## src/shared/far_pkg.sv

```systemverilog
// Shared constants and types for the fault auto-restart controller.
// Assumes a single 200 MHz core clock and a synchronous active-low reset.
package far_pkg;

  // ************************************************************
  // Clock and timing.
  // ************************************************************
  localparam longint unsigned CLK_FREQ_HZ    = 64'd200_000_000;
  localparam longint unsigned POLL_PERIOD_MS = 64'd5;
  localparam longint unsigned CLEAN_RUN_MIN  = 64'd10;
  localparam longint unsigned POLL_CYCLES_L  =
    POLL_PERIOD_MS * CLK_FREQ_HZ / 64'd1000;
  localparam longint unsigned CLEAN_CYCLES_L =
    CLEAN_RUN_MIN * 64'd60 * CLK_FREQ_HZ;
  localparam int POLL_W  = 20;
  localparam int CLEAN_W = 37;

  // ************************************************************
  // Register map and field layout.
  // ************************************************************
  localparam logic [7:0] CFG_OFS    = 8'h00;
  localparam logic [7:0] OUTSEL_OFS = 8'h04;
  localparam logic [7:0] STATUS_OFS = 8'h08;
  localparam logic [7:0] CMD_OFS    = 8'h0C;
  localparam int CFG_LIMIT_LSB   = 0;
  localparam int CFG_CONTACT_BIT = 4;
  localparam int CFG_RESPROT_BIT = 5;
  localparam int CFG_RIDE_LSB    = 6;
  localparam int CMD_RESET_BIT   = 0;
  localparam int STAT_STATE_LSB  = 4;
  localparam int STAT_FAULT_LSB  = 8;
  localparam int OUT_N       = 5;
  localparam int OUT_SEL_W   = 6;
  localparam logic [3:0] LIMIT_MAX     = 4'hA;
  localparam logic [3:0] LIMIT_RST     = 4'h0;
  localparam logic [1:0] RIDE_RST      = 2'h0;
  localparam logic [5:0] FUNC_RESTART  = 6'h1E;
  localparam logic [5:0] FUNC_BRAKE    = 6'h0D;
  localparam logic [1:0] RIDE_CONT_A   = 2'h1;
  localparam logic [1:0] RIDE_CONT_B   = 2'h2;

  // ************************************************************
  // Types.
  // ************************************************************
  typedef struct packed {
    logic motor_too_hot;
    logic torque_detect_b;
    logic torque_detect_a;
    logic drive_overload;
    logic motor_overload;
    logic brake_switch_fault;
    logic resistor_too_hot;
    logic output_phase_loss;
    logic supply_phase_fault;
    logic low_bus_voltage_fault;
    logic high_bus_voltage_fault;
    logic fuse_blown_fault;
    logic ground_fault;
    logic overcurrent_fault;
  } far_fault_t;

  localparam int FAULT_W = $bits(far_fault_t);

  typedef enum logic [3:0] {
    ST_RUN     = 4'b0001,
    ST_POLL    = 4'b0010,
    ST_RESTART = 4'b0100,
    ST_TRIP    = 4'b1000
  } far_state_t;

endpackage

```

## src/design/far_ctrl.sv

```systemverilog
// Fault auto-restart controller with braking resistor overheat protection.
// Fault detector levels arrive asynchronously; the register port and the
// run status come from logic on core_clk.
`timescale 1ns/1ps

// Contract
// - Restart only after diagnosis finds fault cleared.
// - Attempt limit setting, range 0..10, default 0.
// - OC, GF, fuse, OV, UV, PF, LF eligible.
// - Resistor, brake switch, overloads, torques also eligible.
// - Other faults trip to protective stop.
// - Undervoltage eligible only with ride-through 1 or 2.
// - Check for cleared fault every 5 ms.
// - Start restart once check finds no fault.
// - Count a fault following a restart attempt.
// - Ten minutes clean running resets the count.
// - Fault reset after trip clears the count.
// - Power cycle clears the count.
// - Contact select 0 keeps contact off during restart.
// - Contact select 1 drives contact during restart.
// - Output code 1E shows restart in progress.
// - Resistor protection only when its select is 1.
// - Resistor overheat raises alarm and coasts motor.
// - Output code D shows resistor or brake fault.
module far_ctrl
  import far_pkg::*;
#(
  parameter logic [POLL_W-1:0]  POLL_CYCLES  = POLL_W'(POLL_CYCLES_L),
  parameter logic [CLEAN_W-1:0] CLEAN_CYCLES = CLEAN_W'(CLEAN_CYCLES_L)
) (
  input  wire logic                 core_clk,
  input  wire logic                 rstn,
  input  wire logic [7:0]           reg_addr,
  input  wire logic [31:0]          reg_wdata,
  input  wire logic                 reg_wr,
  input  wire logic                 reg_rd,
  output logic      [31:0]          reg_rdata,
  input  wire far_fault_t           fault_in,
  input  wire logic                 drive_running,
  output logic                      restart_cmd,
  output logic                      protect_stop,
  output logic                      coast_stop,
  output logic                      resistor_alarm,
  output logic                      fault_contact,
  output logic      [OUT_N-1:0]     mf_out
);

  // ************************************************************
  // Fault input synchronisers.
  // ************************************************************
  far_fault_t sync1_q;
  far_fault_t sync2_q;
  far_fault_t sync3_q;
  far_fault_t fault_q;

  // A level is accepted only once the second and third stages agree.
  genvar gi;
  generate
    for (gi = 0; gi < FAULT_W; gi++) begin : g_sync
      always_ff @(posedge core_clk) begin
        if (!rstn) begin
          sync1_q[gi] <= 1'b0;
          sync2_q[gi] <= 1'b0;
          sync3_q[gi] <= 1'b0;
          fault_q[gi] <= 1'b0;
        end else begin
          sync1_q[gi] <= fault_in[gi];
          sync2_q[gi] <= sync1_q[gi];
          sync3_q[gi] <= sync2_q[gi];
          if (sync2_q[gi] == sync3_q[gi]) begin
            fault_q[gi] <= sync3_q[gi];
          end
        end
      end
    end
  endgenerate

  // ************************************************************
  // Configuration registers.
  // ************************************************************
  logic [3:0]                   limit_q;
  logic                         contact_sel_q;
  logic                         resprot_sel_q;
  logic [1:0]                   ride_sel_q;
  logic [OUT_N*OUT_SEL_W-1:0]   outsel_q;
  logic                         fault_reset_req;
  logic [3:0]                   limit_wr;

  // Values above ten would exceed the allowed range, so they clamp.
  assign limit_wr = (reg_wdata[CFG_LIMIT_LSB +: 4] > LIMIT_MAX) ?
                    LIMIT_MAX : reg_wdata[CFG_LIMIT_LSB +: 4];
  assign fault_reset_req = reg_wr && (reg_addr == CMD_OFS) &&
                           reg_wdata[CMD_RESET_BIT];

  // Software-written settings; each steers the controller below.
  always_ff @(posedge core_clk) begin
    if (!rstn) begin
      limit_q       <= LIMIT_RST;
      contact_sel_q <= 1'b0;
      resprot_sel_q <= 1'b0;
      ride_sel_q    <= RIDE_RST;
      outsel_q      <= '0;
    end else if (reg_wr) begin
      if (reg_addr == CFG_OFS) begin
        limit_q       <= limit_wr;
        contact_sel_q <= reg_wdata[CFG_CONTACT_BIT];
        resprot_sel_q <= reg_wdata[CFG_RESPROT_BIT];
        ride_sel_q    <= reg_wdata[CFG_RIDE_LSB +: 2];
      end else if (reg_addr == OUTSEL_OFS) begin
        outsel_q <= reg_wdata[OUT_N*OUT_SEL_W-1:0];
      end
    end
  end

  // ************************************************************
  // Fault classification.
  // ************************************************************

  // Resistor overheat only counts when the protection is fitted.
  function automatic far_fault_t eff_faults(far_fault_t f, logic rp);
    far_fault_t e;
    e = f;
    e.resistor_too_hot = f.resistor_too_hot & rp;
    return e;
  endfunction

  // True when every present fault belongs to the restartable set.
  function automatic logic all_eligible(far_fault_t f, logic [1:0] rt);
    logic uv_ok;
    uv_ok = (rt == RIDE_CONT_A) || (rt == RIDE_CONT_B);
    return !f.motor_too_hot &&
           !(f.low_bus_voltage_fault && !uv_ok);
  endfunction

  far_fault_t eff_q;
  logic       any_fault;
  logic       eligible;

  assign eff_q     = eff_faults(fault_q, resprot_sel_q);
  assign any_fault = |eff_q;
  assign eligible  = all_eligible(eff_q, ride_sel_q);

  // ************************************************************
  // Poll timer and clean-running timer.
  // ************************************************************
  far_state_t         state_q;
  logic [POLL_W-1:0]  poll_cnt_q;
  logic               poll_tick;
  logic [CLEAN_W-1:0] clean_cnt_q;
  logic               clean_done;

  assign poll_tick  = (poll_cnt_q == POLL_CYCLES - POLL_W'(1));
  assign clean_done = (clean_cnt_q == CLEAN_CYCLES - CLEAN_W'(1));

  // The poll timer runs only while waiting, so the first check lands
  // one full period after the fault.
  always_ff @(posedge core_clk) begin
    if (!rstn) begin
      poll_cnt_q <= '0;
    end else if (state_q != ST_POLL || poll_tick) begin
      poll_cnt_q <= '0;
    end else begin
      poll_cnt_q <= poll_cnt_q + POLL_W'(1);
    end
  end

  // Counts fault-free running; any fault or a stopped drive restarts it.
  always_ff @(posedge core_clk) begin
    if (!rstn) begin
      clean_cnt_q <= '0;
    end else if (any_fault || !drive_running || state_q != ST_RUN ||
                 clean_done) begin
      clean_cnt_q <= '0;
    end else begin
      clean_cnt_q <= clean_cnt_q + CLEAN_W'(1);
    end
  end

  // ************************************************************
  // Restart sequencer.
  // ************************************************************
  logic [3:0] count_q;
  logic       attempted_q;
  logic       can_retry;

  assign can_retry = eligible && (count_q < limit_q);

  // Main state machine.
  always_ff @(posedge core_clk) begin
    if (!rstn) begin
      state_q <= ST_RUN;
    end else begin
      case (state_q)
        ST_RUN: begin
          if (any_fault) begin
            if (can_retry && !(attempted_q && count_q + 4'h1 >= limit_q))
            begin
              state_q <= ST_POLL;
            end else begin
              state_q <= ST_TRIP;
            end
          end
        end
        ST_POLL: begin
          if (poll_tick && !any_fault) begin
            state_q <= ST_RESTART;
          end else if (!eligible) begin
            state_q <= ST_TRIP;
          end
        end
        ST_RESTART: begin
          state_q <= ST_RUN;
        end
        ST_TRIP: begin
          if (fault_reset_req && !any_fault) begin
            state_q <= ST_RUN;
          end
        end
        default: begin
          state_q <= ST_TRIP;
        end
      endcase
    end
  end

  // Attempt counter: a fault after an attempt uses one up.
  always_ff @(posedge core_clk) begin
    if (!rstn) begin
      count_q     <= 4'h0;
      attempted_q <= 1'b0;
    end else if (state_q == ST_TRIP && fault_reset_req && !any_fault) begin
      count_q     <= 4'h0;
      attempted_q <= 1'b0;
    end else if (state_q == ST_RUN && any_fault && attempted_q) begin
      count_q     <= count_q + 4'h1;
      attempted_q <= 1'b0;
    end else if (state_q == ST_RESTART) begin
      attempted_q <= 1'b1;
    end else if (clean_done) begin
      count_q     <= 4'h0;
      attempted_q <= 1'b0;
    end
  end

  // ************************************************************
  // Outputs.
  // ************************************************************
  logic restart_busy;
  logic brake_fault;

  assign restart_busy = (state_q == ST_POLL) || (state_q == ST_RESTART);
  assign brake_fault  = eff_q.resistor_too_hot || fault_q.brake_switch_fault;

  // All outputs are registered to keep relay drivers glitch free.
  always_ff @(posedge core_clk) begin
    if (!rstn) begin
      restart_cmd    <= 1'b0;
      protect_stop   <= 1'b0;
      coast_stop     <= 1'b0;
      resistor_alarm <= 1'b0;
      fault_contact  <= 1'b0;
    end else begin
      restart_cmd    <= (state_q == ST_POLL) && poll_tick && !any_fault;
      protect_stop   <= (state_q == ST_TRIP);
      coast_stop     <= eff_q.resistor_too_hot;
      resistor_alarm <= eff_q.resistor_too_hot;
      fault_contact  <= (state_q == ST_TRIP) ||
                        (restart_busy && contact_sel_q);
    end
  end

  // Multi-function outputs follow their function codes.
  generate
    for (gi = 0; gi < OUT_N; gi++) begin : g_mf
      always_ff @(posedge core_clk) begin
        if (!rstn) begin
          mf_out[gi] <= 1'b0;
        end else begin
          mf_out[gi] <=
            (outsel_q[gi*OUT_SEL_W +: OUT_SEL_W] == FUNC_RESTART &&
             restart_busy) ||
            (outsel_q[gi*OUT_SEL_W +: OUT_SEL_W] == FUNC_BRAKE &&
             brake_fault);
        end
      end
    end
  endgenerate

  // ************************************************************
  // Register read path.
  // ************************************************************
  logic [31:0] rd_d;

  // Unmapped addresses and the write-only command word read as zero.
  always_comb begin
    rd_d = 32'h0000_0000;
    if (reg_addr == CFG_OFS) begin
      rd_d[CFG_LIMIT_LSB +: 4] = limit_q;
      rd_d[CFG_CONTACT_BIT]    = contact_sel_q;
      rd_d[CFG_RESPROT_BIT]    = resprot_sel_q;
      rd_d[CFG_RIDE_LSB +: 2]  = ride_sel_q;
    end else if (reg_addr == OUTSEL_OFS) begin
      rd_d[OUT_N*OUT_SEL_W-1:0] = outsel_q;
    end else if (reg_addr == STATUS_OFS) begin
      rd_d[3:0]                           = count_q;
      rd_d[STAT_STATE_LSB +: 4]           = state_q;
      rd_d[STAT_FAULT_LSB +: FAULT_W]     = fault_q;
    end
  end

  // Data stand only in the cycle after the read strobe.
  always_ff @(posedge core_clk) begin
    if (!rstn) begin
      reg_rdata <= 32'h0000_0000;
    end else begin
      reg_rdata <= reg_rd ? rd_d : 32'h0000_0000;
    end
  end
endmodule

```

## config.mk

```make
export PLATFORM = sky130hd
export DESIGN_NAME = far_ctrl
export DESIGN_NICKNAME = d
export VERILOG_FILES = /design/src/shared/far_pkg.sv /design/src/design/far_ctrl.sv
export SDC_FILE = /design/constraint.sdc
export NUM_CORES = 1
export LEC_CHECK = 0
export BUFFER_PORTS_ARGS = -buffer_cell sky130_fd_sc_hd__buf_2
export CAP_MARGIN = 20
export CELL_PAD_IN_SITES_DETAIL_PLACEMENT = 2
export CELL_PAD_IN_SITES_GLOBAL_PLACEMENT = 2
export CORE_ASPECT_RATIO = 0.6
export CORE_MARGIN = 8
export CORE_UTILIZATION = 32
export CTS_CLUSTER_DIAMETER = 30
export DETAILED_ROUTE_END_ITERATION = 7
export PLACE_DENSITY = 0.75
export SLEW_MARGIN = 0
export SYNTH_ARGS = -nofsm -noshare
export SYNTH_HDL_FRONTEND = slang
export SYNTH_SLANG_ARGS = --single-unit
```

## constraint.sdc

```tcl
create_clock -name core_clk -period 2 [get_ports core_clk]
set_input_delay 0.2 -clock core_clk [delete_from_list [all_inputs] [get_ports core_clk]]
set_output_delay 0.2 -clock core_clk [all_outputs]
set_load 0.05 [all_outputs]
```

# Word level (Yosys, flattened, before mapping)
# Cells that the tools add are included.
totals:
  regBits: 201
  inputBits: 59
  elab_cells: 206
  output_inout_bits: 42
classes:
  n_bitwise: 5
  n_reduce_logical: 60
  eq_ne: 41
  order_cmp: 3
  n_addsub: 3
  mux: 15
op_table:
  columns: ["op", "count"]
  rows:
  - ["two-way mux 22 bit", 2]
  - ["adder 37 x 1 -> 37 bit, second input constant", 1]
  - ["equality test 37 bit, second input constant", 1]
  - ["two-way mux 4 bit", 9]
  - ["equality test 6 x 4 -> 1 bit, second input constant", 5]
  - ["equality test 6 x 5 -> 1 bit, second input constant", 5]
  - ["logical AND 1 bit", 26]
  - ["adder 20 x 1 -> 20 bit, second input constant", 1]
  - ["equality test 20 bit, second input constant", 1]
  - ["equality test 8 x 4 -> 1 bit, second input constant", 2]
  - ["one-hot mux 4 bit (4 select lines)", 1]
  - ["equality test 1 bit", 14]
  - ["OR reduction 14 bit", 1]
  - ["logical OR 1 bit", 13]
  - ["equality test 8 x 3 -> 1 bit, second input constant", 1]
  - ["zero test 8 bit", 1]
  - ["two-way mux 8 bit", 1]
  - ["zero test 1 bit", 6]
  - ["inequality test 2 bit, second input constant", 3]
  - ["AND reduction 2 bit", 3]
  - ["AND reduction 3 bit", 2]
  - ["OR reduction 2 bit", 3]
  - ["OR reduction 3 bit", 2]
  - ["adder 4 x 1 -> 4 bit, second input constant", 1]
  - ["17 further kinds", 22]

# Depth between registers and ports, before layout
# Gate-level depths: netlist of the first run.
depth:
  word_depth: 11
  mapped_depth: 8
  ltp_nobuf: 7

# Least setup slack after synthesis of the first run
# Ideal clock, no wire load.
synth_path:
  kind: "flip-flop to flip-flop"
  from: "register clean_cnt_q[0]"
  to: "register clean_cnt_q[16]"
  synth_period_minus_slack_ps: 2108
  t_required_ps: 1885
  setup_ps: 115
  t_arrival_ps: 1993
  path_slack_ps: -108
  path_stages_with_launch: 9
  n_path_buf: 2
  cell_sequence: "dfxtp_1 -> ha_1 -> nand2_1 -> nor3_2 -> or4b_1 -> clkbuf_1 -> nand4_4 -> buf_6 -> nor2_1"
synth_via:
  elab_chain_len: 3
  word_cells_on_any_way: 4
  cone_classes: "1 x add/sub; 1 x eq/ne; 2 x reduce/logical"
synth_rtl:
  columns: ["element", "line_no", "source"]
  rows:
  - ["from (decl)", "far_ctrl.sv:149", "logic [CLEAN_W-1:0] clean_cnt_q;"]
  - ["from (signal assigned)", "far_ctrl.sv:175", "clean_cnt_q <= clean_cnt_q + CLEAN_W'(1);"]
  - ["branches (longest 3 deep; another with adder 37 x 1 -> 37 bit)", null, null]
# Parallel ways; which one is timed is not known.
# A chain may end at the register's enable or synchronous reset.

# Worst setup path in the final report of the first run
layout_path:
  from: "register poll_cnt_q[15]"
  to: "register state_q[3]"
layout_via:
  elab_chain_len: 4
  word_cells_on_any_way: 6
  cone_classes: "2 x eq/ne; 2 x mux; 2 x reduce/logical"
layout_rtl:
  columns: ["element", "line_no", "source"]
  rows:
  - ["from (decl)", "far_ctrl.sv:147", "logic [POLL_W-1:0] poll_cnt_q;"]
  - ["from (signal assigned)", "far_ctrl.sv:163", "poll_cnt_q <= poll_cnt_q + POLL_W'(1);"]
  - ["equality test 20 bit (*)", "far_ctrl.sv:152", "assign poll_tick = (poll_cnt_q == POLL_CYCLES - POLL_W'(1));"]
  - ["logical AND 1 bit (*)", "far_ctrl.sv:205", "if (poll_tick && !any_fault) begin"]
  - ["two-way mux 4 bit or inequality test 3 bit (tied branches)", null, null]
  - ["one-hot mux 4 bit (4 select lines) or AND reduction 3 bit (tied branches)", null, null]
  - ["to (signal assigned)", "far_ctrl.sv:198", "state_q <= ST_POLL;"]
  - ["to (signal assigned)", "far_ctrl.sv:206", "state_q <= ST_RESTART;"]
  - ["to (signal assigned)", "far_ctrl.sv:208", "state_q <= ST_TRIP;"]
  - ["to (decl)", "far_ctrl.sv:146", "far_state_t state_q;"]
# Mark *: on every way between the ends. The rest lies on a longest branch, timed or not.

==> out/results.txt, run 1 <==
Synth cell types - 55
first-pass GRT wire length - 40140 um
Max Slew Vio Count - 0
#FFs+latches synth - 199
GRT Util Overall - 17.19%
Core Util, Final - 42.08%
RSZ-0062 raised after global routing - yes
DP Wirelength - 17920 um
Comb power frac - 4.8%
Tcrit/Tclk final - 99.89%
initial core utilization - 32.25%
status - finished, final reports clean
via count - 6498
DR pass1 iterations - 4
number of CTS-inserted buffers - 17
Clock power frac - 44.0%
gp weighted congestion - 0.7522
vias in the first global route - 7176
synth warn - 0
dpl ws - -0.07927 ns
Switching Share - 23.97%
Layout area overhead - 30.50%
type of origin of the critical path - flop
critical path type - flop to flop
Final Hold Fails - 0
Worst Path Required - 2.33 ns
R2R Setup Slk - 0.002 ns
Mapped Area - 7705 um2
fin worst setup slack - 0.002105 ns
sequential area share after synthesis - 51.71%
Switch Pwr - 0.001885 W
Critical Path, Cell by Cell - or4_4, or4_4, a221o_1, o2111a_1
ys flop type - dfxtp_1
antenna cells - 0
crit path capture type - flop
Die X - 216.3 um
CTS Buffer Depth - 2
clock latency on the worst-skew pair - 0.45 ns
pwr dens - 782.2 nW/um2
cells after synthesis - 818
Final Non-Filler Cells - 1332
Crit-path slowest cell - or4_4
Core Rows - 44
Max FO, Critical Path - 2
proportion of layout cells with a drive suffix above 1 - 25.05%
max frequency - 0.5005 GHz
core area - 23890 um2
Cell Int Power - 0.005980 W
post-synthesis async set-or-reset flop share - 0%
wire per inst - 18.62 um
Die Y - 136.2 um
max-cap violation count - 0
Syn Area/Cell - 9.419 um2
area share of the largest cell type after synthesis - 51.71%
DRC Markers - 0
endpoints failing setup - 0
clock-pin slew on the worst setup and hold paths - 0.08 ns
# port buffers - 96
CTS root buf - clkbuf_16
count leader, synth - dfxtp_1
total power - 0.007864 W
Initial DRC Count - 230
Nets - 1067
gr ovfl total - 0
Synth top cells by count - dfxtp_1, nand2_1, nor2_1
largest net degree at the start of global routing - 58
Worst Path Buf+Inv - 0
Routed Wire Length - 24800 um
antenna violations before repair - 0
slowest stage delay, CP - 0.53 ns
post-synth top area cell - dfxtp_1
Slew headroom - 57.50%
Pleak - 3.823 nW
Worst path most repeated cell - or4_4
Max Clock Skew - 0.01492 ns
Seq pwr share - 51.2%
vias per inst - 4.878
Die Footprint - 29460 um2
Crit path max-delay family - simple AND/OR/NAND/NOR gates
Inst Count DP - 1280
antenna-violating nets left - 0
CTS tree - done
Hold Crit Class - input pin to flop
IO Pins - 101
Post-synth EDFFs - 0
top cells by area, synth - dfxtp_1, nand2_1, a21boi_0, and2_1, nor2_1
maximum vdd ir drop - 0.6146 mV
Worst-Margin Slew - 0.6286 ns
htree depth - 4
clk sinks - 199
clock period minus final worst setup slack - 1.998 ns
Crit path arrival time - 2.33 ns
==> path summary, 6_finish.rpt <==
kind,from,end,depth (start not counted)
setup / recovery,poll_cnt_q[15]$_SDFF_PP0_,state_q[3]$_SDFFE_PN0P_,4
hold reg to reg,sync1_q[7]$_SDFF_PN0_,sync2_q[7]$_SDFF_PN0_,1
setup reg to reg,poll_cnt_q[15]$_SDFF_PP0_,state_q[3]$_SDFFE_PN0P_,4
hold / removal,reg_wdata[28],outsel_q[28]$_SDFFE_PN0P_,3
==> tightest hold or removal path: stages <==
cell,delay [ns]
buf_2,0.10
nand2_1,0.05
a21boi_0,0.06
==> power groups by stage <==
stage,clock (W),combinational (W),sequential [W]
final,0.00346,0.000379,0.00403
after global routing,0.00371,0.000410,0.00403
after CTS,0.00357,0.000372,0.00403
after detailed placement,0,0.000339,0.00412
after global placement,0,0.000327,0.00412
after floorplan,0,0.000164,0.00412
==> cell usage in the layout (no fill, tap or decap), types with 6 or more instances in the layout <==
master         count
dfxtp_2           13
and4_1             8
nand4b_1          11
nand3_1           23
buf_2             96
nor2b_1            7
and2_1            51
inv_1             11
buf_4             70
nor4_1             7
or4b_2             6
mux2i_1            9
nor2_1            80
ha_1               9
xnor2_1           26
a21oi_1           25
o21ai_0           21
nand4_1           18
dlygate4sd3_1     19
and3_1             9
a22o_1            14
xor2_1            26
clkbuf_16         17
nor3_1             9
nand2_1          106
buf_12             7
a21boi_0          51
dfxtp_1          185
==> cell type report <==
cell class,instances,area [um2]
clock inverters,13,141.4
repair buffers,196,1381
flip-flops and latches,199,4004
well taps,322,402.9
fillers,2629,13840
multi-input cells,572,3641
inverters,11,41.29
clock buffers,19,442.9
==> cells by family after synthesis <==
family | count (synthesis) | share of synthesized area, %
flip-flops | 199 | 51.71
AND/OR/NAND/NOR | 370 | 25.22
AO/OA/AOI/OAI | 127 | 11.24
other | 1 | 0.04867
XOR/XNOR | 53 | 6.025
buffers and inverters | 48 | 2.809
adder cells (fa/ha/maj) | 11 | 1.786
multiplexers | 9 | 1.169
==> metal layers <==
| layer | wire length [um] | vias to the layer above | GRT usage, % | part of all wire, % |
|---|---|---|---|---|
| li1 | - | 3162 | - | - |
| met1 | 12490 | 3211 | 23.52 | 50 |
| met2 | 10990 | 102 | 26.70 | 44 |
| met3 | 1010 | 23 | 4.178 | 4.1 |
| met4 | 310 | 0 | 4.828 | 1.3 |
| met5 | 0 | - | 0 | 0 |
==> sequential cells by signal, indices dropped and copies added (netlist names), 2 cells and up <==
register     cells
clean_cnt_q     37
outsel_q        30
reg_rdata       30
poll_cnt_q      20
sync1_q         14
sync2_q         14
sync3_q         14
eff_q           13
mf_out           5
count_q          4
limit_q          4
state_q          4
ride_sel_q       2
==> through the flow <==
stage          cell area [um2]  hold WS, ns  TNS (ns)
2_1_floorplan             7726       0.3273         0
3_3_place_gp              9121       0.4082  -0.05997
3_5_place_dp              9121       0.4122   -0.3690
4_1_cts                   9931    0.0009424         0
5_1_grt                  10050     0.009019   -0.1168
6_report                 10050      0.01461         0
==> timing repair <==
action | CTS | global route
resized for setup | 8 | 35
endpoints found under the setup margin | 27 | 44
pin swaps | 2 | 8
endpoints found under the hold margin | 19 | 0
hold buffers | 19 | 0
buffers inserted | 0 | 1
(Power assumes the default switching activity.)
==> inputs of run 2 (changes only) <==
CORE_ASPECT_RATIO = not set   (was 0.6)
CTS_BUF_LIST = sky130_fd_sc_hd__clkbuf_16   (was not set)
PLACE_DENSITY = not set   (was 0.75)
PLACE_DENSITY_LB_ADDON = 0.3   (was not set)
==> run 2 against run 1 <==
Setup slack better by 0.0063 ns. Clock power hardly changed. Clock skew is 0.0029 ns lower. Critical path type unchanged. Largest power group unchanged.
==> out/results.txt, run 2 (synthesized netlist as in run 1, its figures left out) <==
leading registers by flop count - clean_cnt_q x37, outsel_q x30, reg_rdata x30
R2R Setup Slk - 0.008 ns (about the same)
Design Area, Final - 10070 um2 (+0.20%)
Final Hold Slack - 0.01498 ns (+0.0003724 ns)
Crit path arrival time - 2.32 ns (about the same)
proportion of layout cells with a drive suffix above 1 - 25.47% (+0.42 points)
clock latency on the worst-skew pair - 0.44 ns (about the same)
Max Slew Vio Count - 0 (unchanged)
antenna violations before repair - 3 (+3)
Nets - 1066 (-0.094%)
first-pass GRT wire length - 37340 um (-7.0%)
# port buffers - 96 (unchanged)
dpl ws - -0.08615 ns (-0.006886 ns)
clock period minus final worst setup slack - 1.992 ns (-0.006276 ns)
R2R Path Start - poll_cnt_q[13]$_SDFF_PP0_
number of CTS-inserted buffers - 17 (unchanged)
Cell Int Power - 0.005910 W (-1.2%)
vias per inst - 4.887 (+0.18%)
Core Util, Final - 42.79% (+0.71 points)
Die X - 171.2 um (-21%)
Seq pwr share - 50.8% (-0.4 points)
DRC Markers - 0 (unchanged)
max frequency - 0.5021 GHz (+0.32%)
maximum vdd ir drop - 0.4444 mV (-28%)
IO Pins - 101 (unchanged)
fin worst setup slack - 0.008382 ns (+0.006276 ns)
Worst Path Required - 2.33 ns (about the same)
worst setup path startpoint - poll_cnt_q[13]$_SDFF_PP0_
Pleak - 3.807 nW (-0.41%)
DR pass1 iterations - 4 (unchanged)
gr ovfl total - 0 (unchanged)
Die Footprint - 29300 um2 (-0.55%)
antenna-violating nets left - 0 (unchanged)
Tcrit/Tclk final - 99.58% (-0.31 points)
Initial DRC Count - 173 (-25%)
max-cap violation count - 0 (unchanged)
Worst-Margin Slew - 0.6162 ns (-0.01241 ns)
type of origin of the critical path - flop
CTS Buffer Depth - 2 (unchanged)
GRT Util Overall - 15.99% (-1.2 points)
Layout area overhead - 30.76%
core area - 23540 um2 (-1.5%)
Die Y - 171.2 um (+26%)
RSZ-0062 raised after global routing - yes
Max FO, Critical Path - 2 (unchanged)
Comb power frac - 5.3% (+0.5 points)
Final Hold Fails - 0 (unchanged)
reg2reg end - state_q[3]$_SDFFE_PN0P_
last element of the critical path - state_q[3]$_SDFFE_PN0P_
Hold Crit Class - input pin to flop
Most flops, register - clean_cnt_q
largest net degree at the start of global routing - 58 (unchanged)
Switching Share - 25.38% (+1.4 points)
Switch Pwr - 0.002010 W (+6.6%)
initial core utilization - 32.73% (+0.48 points)
number of flip-flops in the largest register - 37 (unchanged)
Core Rows - 56 (+27%)
Routed Wire Length - 23330 um (-5.9%)
most common library cell in the layout ignoring fill and taps - dfxtp_1
status - finished, final reports clean
wire per inst - 17.55 um (-5.7%)
pwr dens - 786.1 nW/um2 (+0.50%)
gp weighted congestion - 0.7371 (-2.0%)
setup TNS - 0 ns (unchanged)
endpoints failing setup - 0 (unchanged)
vias in the first global route - 7025 (-2.1%)
CTS root buf - clkbuf_16
clock-pin slew on the worst setup and hold paths - 0.08 ns (about the same)
Slew headroom - 58.84% (+1.3 points)
critical path type - flop to flop
area post-placement - 9077 um2 (-0.48%)
Clock power frac - 43.9% (about the same)
most frequent cells in the layout - dfxtp_1, nand2_1, buf_2
htree depth - 4 (unchanged)
CTS tree - done
clk sinks - 199 (unchanged)
Max Clock Skew - 0.01205 ns (-0.002863 ns)
via count - 6495 (-0.046%)
DP Wirelength - 16770 um (-6.4%)
R2R cell count - 5 (+1)
crit path capture type - flop
run 2: repair_timing:
item / in CTS / in global routing
resized for setup: 8 / 42
setup endpoints to repair: 62 / 43
pin swaps: 2 / 9
gates cloned: 0 / 1
endpoints found under the hold margin: 14 / 0
setup buffers: 3 / 3
hold buffers: 14 / 0
run 2: worst min path at each step:
stage	startpoint	endpoint	slack, ns	cells after the start
after detailed placement	fault_in[12]	sync1_q[12]$_SDFF_PN0_	0.41	2
final	reg_wdata[28]	outsel_q[28]$_SDFFE_PN0P_	0.01	3
after global placement	fault_in[12]	sync1_q[12]$_SDFF_PN0_	0.41	2
after global routing	reg_wdata[27]	outsel_q[27]$_SDFFE_PN0P_	0.01	3
after CTS	reg_wdata[28]	outsel_q[28]$_SDFFE_PN0P_	0.004	3
after floorplan	fault_in[0]	sync1_q[0]$_SDFF_PN0_	0.33	1
run 2: metal layers:
layer / track usage [%] / wire length (um) / up-vias
met3: 3.530 / 952 / 23
met2: 29.26 / 12180 / 91
li1: - / - / 3160
met5: 0 / 27 / -
met4: 4.121 / 257 / 4
met1: 18.55 / 9906 / 3217
run 2: critical path, cell delays in order, from the launching register on:
cell and delay [ns]:
dfxtp_1 0.32, nor4b_2 0.33, nand3_1 0.12, or4_4 0.53
a221o_1 0.37, o2111a_1 0.22
run 2: cell type report:
type | instances | area (um2)
clock buffers | 17 | 425.4
inverters | 11 | 41.29
flip-flops and latches | 199 | 3989
fillers | 2599 | 13470
clock inverters | 15 | 177.7
well taps | 319 | 399.1
repair buffers | 195 | 1361
diodes | 1 | 2.502
multi-input cells | 572 | 3679
run 2: per-stage QoR:
stage,std cells,power (W)
after global routing,1329,0.008209
final,1329,0.007920
after global placement,1275,0.004451
after detailed placement,1275,0.004459
after floorplan,819,0.004287
after CTS,1324,0.008005
run 2: power by group through the flow:
stage / logic [W] / registers (W) / clock network (W)
global placement: 0.000333 / 0.00412 / 0
CTS: 0.000372 / 0.00403 / 0.00360
finish: 0.000416 / 0.00403 / 0.00348
detailed placement: 0.000338 / 0.00412 / 0
floorplan: 0.000164 / 0.00412 / 0
global route: 0.000452 / 0.00403 / 0.00372
